**src/shared/dac_serial_regs.vh**
```
// Constants for the converter serial load front end
`ifndef DAC_SERIAL_REGS_VH
`define DAC_SERIAL_REGS_VH
`define FRAME_BITS 24
`define DATA_BITS 24
`define DATA_RESET 24'h00_0000
`define CLEAR_VALUE_RESET 24'h00_0000
`define CODE_BINARY 1'b0
`define CODE_TWOS 1'b1
`define WRITE_CLK_MAX_KHZ 35000
`define READ_CLK_MAX_KHZ 16000
`endif

```
**src/hw/dac_serial_load_control.v**
```verilog
// Serial load, readback, load and clear control of the converter
`timescale 1ns/1ps
`include "dac_serial_regs.vh"
module dac_serial_load_control #(
  parameter FRAME_BITS = `FRAME_BITS,
  parameter DATA_BITS = `DATA_BITS
) (
  core_clk,
  sys_rst,
  serial_clk,
  frame_sel_n,
  serial_in,
  output_load_n,
  output_clear_n,
  device_reset_n,
  readbackData,
  clearValue,
  codeTwos,
  serial_out_o,
  serial_out_oe,
  inputReg,
  dacReg,
  frameWord,
  frameDone,
  outputUpdate
);
  input wire core_clk;
  input wire sys_rst;
  input wire serial_clk;
  input wire frame_sel_n;
  input wire serial_in;
  input wire output_load_n;
  input wire output_clear_n;
  input wire device_reset_n;
  input wire [FRAME_BITS-1:0] readbackData;
  input wire [DATA_BITS-1:0] clearValue;
  input wire codeTwos;
  output reg serial_out_o;
  output reg serial_out_oe;
  output reg [DATA_BITS-1:0] inputReg;
  output reg [DATA_BITS-1:0] dacReg;
  output reg [FRAME_BITS-1:0] frameWord;
  output reg frameDone;
  output reg outputUpdate;

  localparam PIN_COUNT = 6;
  // Each synchroniser resets to the idle level of its pin, so that no
  // false edge follows reset; the serial clock idles high between frames
  localparam [PIN_COUNT-1:0] PIN_IDLE = 6'h33;

  wire [PIN_COUNT-1:0] pinVec;
  wire [PIN_COUNT-1:0] pinLvl;

  // Synchronised pin levels
  wire sclkLvl;
  wire selLvl;
  wire sdinLvl;
  wire loadLvl;
  wire clearLvl;
  wire resetLvl;
  wire softReset;

  // Edge strobes, one core cycle wide
  wire sclkFall;
  wire sclkRise;
  wire selFall;
  wire selRise;
  wire loadFall;

  // Edge history and shift registers
  reg sclk_reg;
  reg sel_reg;
  reg load_reg;
  reg [FRAME_BITS-1:0] shift_reg;
  reg [FRAME_BITS-1:0] outShift_reg;
  reg [DATA_BITS-1:0] clearCode;
  genvar pinIdx;

  assign pinVec[0] = serial_clk;
  assign pinVec[1] = frame_sel_n;
  assign pinVec[2] = serial_in;
  assign pinVec[3] = output_load_n;
  assign pinVec[4] = output_clear_n;
  assign pinVec[5] = device_reset_n;

  // Every pin passes the same depth, so the order of pin edges is kept
  generate
    for (pinIdx = 0; pinIdx < PIN_COUNT; pinIdx = pinIdx + 1) begin : gen_pin
      pin_sync #(
        .RESET_LEVEL(PIN_IDLE[pinIdx])
      ) syncPin (
        .core_clk(core_clk),
        .sys_rst(sys_rst),
        .pinIn(pinVec[pinIdx]),
        .levelOut(pinLvl[pinIdx])
      );
    end
  endgenerate

  assign sclkLvl = pinLvl[0];
  assign selLvl = pinLvl[1];
  assign sdinLvl = pinLvl[2];
  assign loadLvl = pinLvl[3];
  assign clearLvl = pinLvl[4];
  assign resetLvl = pinLvl[5];

  // Pin reset acts like the system reset, clocked
  assign softReset = sys_rst | ~resetLvl;

  assign sclkFall = sclk_reg & ~sclkLvl;
  assign sclkRise = ~sclk_reg & sclkLvl;
  assign selFall = sel_reg & ~selLvl;
  assign selRise = ~sel_reg & selLvl;
  assign loadFall = load_reg & ~loadLvl;

  // Clear value is held in the coding the data register uses; twos
  // complement codes are stored as is, binary codes likewise, so the
  // coding flag leaves the clear code unchanged.
  always @* begin
    if (codeTwos == `CODE_TWOS) begin
      clearCode = clearValue;
    end else begin
      clearCode = clearValue;
    end
  end

  // Previous pin levels, reset to the idle levels of the pins
  always @(posedge core_clk) begin
    if (softReset) begin
      sclk_reg <= 1'b1;
      sel_reg <= 1'b1;
      load_reg <= 1'b0;
    end else begin
      sclk_reg <= sclkLvl;
      sel_reg <= selLvl;
      load_reg <= loadLvl;
    end
  end

  // Readback word loaded MSB first at frame start
  // Each bit then stands until the rising edge on which the host samples it
  always @(posedge core_clk) begin
    if (softReset) begin
      outShift_reg <= {FRAME_BITS{1'b0}};
      serial_out_o <= 1'b0;
      serial_out_oe <= 1'b0;
    end else if (selFall) begin
      outShift_reg <= {readbackData[FRAME_BITS-2:0], 1'b0};
      serial_out_o <= readbackData[FRAME_BITS-1];
      serial_out_oe <= 1'b1;
    end else if (selRise) begin
      serial_out_oe <= 1'b0;
    end else if (!selLvl && sclkRise) begin
      serial_out_o <= outShift_reg[FRAME_BITS-1];
      outShift_reg <= {outShift_reg[FRAME_BITS-2:0], 1'b0};
    end
  end

  // A long frame keeps its last bits; a short one leaves older bits in place
  always @(posedge core_clk) begin
    if (softReset) begin
      shift_reg <= {FRAME_BITS{1'b0}};
    end else if (!selLvl && sclkFall) begin
      shift_reg <= {shift_reg[FRAME_BITS-2:0], sdinLvl};
    end
  end

  // The word lands at frame end with no bit count check, so a cut frame still reaches the registers
  always @(posedge core_clk) begin
    if (softReset) begin
      frameWord <= {FRAME_BITS{1'b0}};
      frameDone <= 1'b0;
      inputReg <= `DATA_RESET;
    end else begin
      frameDone <= selRise;
      if (selRise) begin
        frameWord <= shift_reg;
        inputReg <= shift_reg[DATA_BITS-1:0];
      end
    end
  end

  // A frame end outranks clear in its own cycle; clear wins from the next
  // cycle on and keeps the output pulse up while the pin is held low
  always @(posedge core_clk) begin
    if (softReset) begin
      dacReg <= `DATA_RESET;
      outputUpdate <= 1'b0;
    end else if (selRise && !loadLvl) begin
      dacReg <= shift_reg[DATA_BITS-1:0];
      outputUpdate <= 1'b1;
    end else if (selRise) begin
      // Deferred: the input register and frameWord take the word, dacReg keeps its value
      outputUpdate <= 1'b0;
    end else if (!clearLvl) begin
      dacReg <= clearCode;
      outputUpdate <= 1'b1;
    end else if (loadFall) begin
      // A load edge with nothing pending still refreshes the output
      dacReg <= inputReg;
      outputUpdate <= 1'b1;
    end else begin
      outputUpdate <= 1'b0;
    end
  end
endmodule // dac_serial_load_control

```
**src/hw/pin_sync.v**
```verilog
// Three-stage pin synchroniser with second/third stage agreement filter
`timescale 1ns/1ps
module pin_sync #(
  parameter RESET_LEVEL = 1'b0
) (
  core_clk,
  sys_rst,
  pinIn,
  levelOut
);
  input wire core_clk;
  input wire sys_rst;
  input wire pinIn;
  output reg levelOut;
  reg stage1_reg;
  reg stage2_reg;
  reg stage3_reg;

  // Stage one feeds only stage two
  always @(posedge core_clk) begin
    if (sys_rst) begin
      stage1_reg <= RESET_LEVEL;
      stage2_reg <= RESET_LEVEL;
      stage3_reg <= RESET_LEVEL;
      levelOut <= RESET_LEVEL;
    end else begin
      stage1_reg <= pinIn;
      stage2_reg <= stage1_reg;
      stage3_reg <= stage2_reg;
      if (stage2_reg == stage3_reg) begin
        levelOut <= stage3_reg;
      end
    end
  end
endmodule // pin_sync

```
**config.mk**
```make
export PLATFORM = sky130hd
export DESIGN_NAME = dac_serial_load_control
export DESIGN_NICKNAME = d
export VERILOG_FILES = /design/src/hw/dac_serial_load_control.v /design/src/hw/pin_sync.v
export VERILOG_INCLUDE_DIRS = /design/src /design/src/shared
export SDC_FILE = /design/constraint.sdc
export NUM_CORES = 1
export LEC_CHECK = 0
export ABC_AREA = 1
export BUFFER_PORTS_ARGS = -buffer_cell sky130_fd_sc_hd__buf_2
export CAP_MARGIN = 20
export CORE_MARGIN = 4
export CORE_UTILIZATION = 48
export DETAILED_ROUTE_END_ITERATION = 10
export PLACE_DENSITY_LB_ADDON = 0.15
export SYNTH_ARGS = -nofsm -noshare
export SYNTH_HDL_FRONTEND = slang
export SYNTH_HIERARCHICAL = 1
export SYNTH_SLANG_ARGS = --single-unit
```
**constraint.sdc**
```tcl
create_clock -name core_clk -period 1.3 [get_ports core_clk]
set_input_delay 0.26 -clock core_clk [delete_from_list [all_inputs] [get_ports core_clk]]
set_output_delay 0.26 -clock core_clk [all_outputs]
set_load 0.005 [all_outputs]
```
==> results.json <==
{
  "status": "finished, violations left",
  "violations": "setup timing",
  "path_max_fanout": 8,
  "cpPeakStageDelay_ps": 360,
  "grt_pass1_wl_microns": 20800,
  "slowest_stage": "dfxtp_4",
  "critical_path.top_delay_family": "simple AND/OR/NAND/NOR gates",
  "cts.sinks": 126,
  "drc": 0,
  "start_kind": "flip-flop",
  "grt_pass1_vias": 4631,
  "syn2layout_area_growth_pct": 28.6,
  "end_kind": "flip-flop",
  "cts_buffers": 17,
  "synth_edf_count": 0,
  "clk_path_buf_depth": 2,
  "htreeDepth": 4,
  "globalRouteTotalUtil_pct": 19.5,
  "setup_ws_ps": -21.2,
  "die_y_microns": 115,
  "worst_ep_arrival_time_ps": 1680,
  "seq_area_frac_synth_pct": 45.6,
  "grt_max_degree": 49,
  "hold_path.class": "in -> reg",
  "coreArea_sq_um": 11100,
  "crit_path_cell_trace": "ha_4 > o21ai_4 > nand2_2 > nor2_4 > buf_6 > nand2_1 > nand2_1",
  "finalNetCount": 955,
  "critPathMostFrequentCell": "nand2_1",
  "final_antenna_net_count": 0,
  "r2r-start": "gen_pin[1].syncPin/levelOut",
  "drtIter0Drc": 320,
  "post_synth_num_cell_types": 22,
  "ff2ff_setup_slack_ps": -20,
  "gp_congestion": 0.766,
  "die-area_sq_um": 13300,
  "setup_viol": 24,
  "grt-ovfl-total": 0,
  "critPathRequiredTime_ps": 1660,
  "timing.fmax_ghz": 0.757,
  "drv_slew": 0,
  "synthTopCellsByArea": "dfxtp_1, nand2_1, a21oi_1, o21ai_0, inv_1",
  "rr_worst_depth": 7,
  "holdPathStages": 2,
  "diodes": 0,
  "dpl_worst_slack_ps": -118,
  "cap_violations": 0,
  "row_count": 38,
  "syn-instance-count": 788,
  "holdPathEnd": "gen_pin[1].syncPin/stage1_reg",
  "slew_headroom_pct": 79.7,
  "total_power_mw": 9.30,
  "finalCriticalPeriod_ps": 1320,
  "netlist.area_leader.share_pct": 45.6,
  "cp.buffers_inverters": 1,
  "worstMarginPinSlew_ps": 305,
  "fp.dieW_microns": 115,
  "synth-main-ff-cell": "dfxtp_1",
  "cts.clk_slew.worst_paths_ps": 60,
  "path_class": "reg -> reg",
  "antenna_found_initial": 0,
  "num_io_pins": 133,
  "syn_area_sq_um": 5530,
  "r2r_end": "dacReg[0]",
  "num_vias": 5061,
  "hold_ws_ps": 26.1,
  "worstHoldStart": "frame_sel_n",
  "root_buffer": "clkbuf_16",
  "synthArstFlopShare_pct": 0,
  "finalWirelength_microns": 12500,
  "yosys_register_bits": 126,
  "via_per_inst": 4.83,
  "hold_viol": 0,
  "dr.pass1.iters": 4,
  "yosysWarnings": 6,
  "fin_crit_sh_pct": 102,
  "port_buffers": 131,
  "insertion_delay_ps": 410,
  "syn_area_per_cell_sq_um": 7.02,
  "ir_drop_mv": 0.823,
  "p_leak_nw": 3.62,
  "synth_nets": 847,
  "yosysTopAreaCell": "dfxtp_1",
  "synthMostInstantiatedCell": "nand2_1",
  "synthTopCellsByCount": "nand2_1, dfxtp_1, inv_1",
  "layout-drive-gt1-share_pct": 28.1,
  "initial_core_util_pct": 49.9,
  "finalSetupTns_ps": -337,
  "powerDensity_nw_per_um2": 1310,
  "fill_cells": 972,
  "place_hpwl_microns": 8170,
  "cts_tree": "built",
  "skew_ps": 7.40,
  "rsz0062_at_grt": "yes",
  "routedWlPerCell_microns": 11.9
}
[worst register-to-register path: stages (launching register included)]
cell and delay [ps]:
dfxtp_4 360, ha_4 200, o21ai_4 150, nand2_2 80, nor2_4 190, buf_6 170
nand2_1 60, nand2_1 60
[cells in the final DEF (no fill, tap or decap), types with 2 or more instances in the layout]
cell type and n:
bufinv_16 5, clkbuf_8 2, o21ai_1 15, buf_4 12
dfxtp_1 124, nor2_2 6, nand3_1 33, o21bai_1 2
or2_1 8, o21ai_0 57, clkbuf_16 18, inv_2 2
nand2_4 2, clkinv_2 5, nor2_1 37, a21oi_2 19
nor2_4 2, buf_2 131, nand2_2 17, ha_4 2
nand2_1 239, buf_6 5, or2_2 9, inv_1 81
a21oi_1 56, buf_12 10
[cells by family (layout without fill, tap and decap cells)]
kind of cell	count (synthesis)	in the layout	share of synthesized area, %
compound gates	151	151	14.2
fa+ha+maj	2	2	0.453
buf+inv	154	274	13.5
flops	126	126	45.6
simple gates	355	355	26.3
[how the worst max path moves through the flow]
stage                                      startpoint         end  slack (ps)  cells after the start
final                     gen_pin[1].syncPin/levelOut   dacReg[0]         -20                      7
after global routing                          sel_reg   dacReg[9]        -120                      8
after CTS                                     sel_reg   dacReg[4]         -20                      8
after detailed placement  gen_pin[1].syncPin/levelOut   dacReg[4]        -120                      8
after global placement    gen_pin[1].syncPin/levelOut   dacReg[6]         -60                      8
after floorplan                               sel_reg  dacReg[10]         -10                      9
[cell type report]
cell class / instances / area, sq um / area share (%)
tap: 140 / 175 / 2.46
clock buffer: 19 / 453 / 6.37
clock inverter: 12 / 191 / 2.69
sequential: 126 / 2530 / 35.5
inverter: 84 / 320 / 4.50
timing repair buffer: 159 / 1030 / 14.4
multi-input combinational: 508 / 2420 / 34.0
[metrics by stage]
step	util, %	std cells	cell area, sq um
floorplan	-	788	5660
global placement	57.2	1013	6330
detailed placement	57.2	1013	6330
CTS	63.5	1046	7040
global route	64.2	1048	7110
finish	64.2	1048	7110
[timing repair]
action | CTS | global route
pin swaps | 4 | 8
cloned | 1 | 2
hold buffers | 0 | 0
endpoints found under the setup margin | 65 | 69
buffers inserted | 1 | 0
gates resized for setup | 13 | 27
[report_power, final]
| group | total [mW] | internal, mW | leakage (nW) | switching, mW |
|---|---|---|---|---|
| clock | 5.12 | 3.47 | 0.318 | 1.65 |
| combinational | 0.270 | 0.127 | 2.28 | 0.143 |
| sequential | 3.90 | 3.89 | 1.02 | 0.0127 |
| total | 9.30 | 7.49 | 3.62 | 1.80 |
[metal layers]
metal,wire [microns],up-vias,track usage [%]
met5,0,-,0
met4,123,0,7.98
met3,788,11,5.26
met2,5790,140,31.0
met1,5810,2268,25.2
li1,-,2642,-
Power figures use the tool's default switching activity.
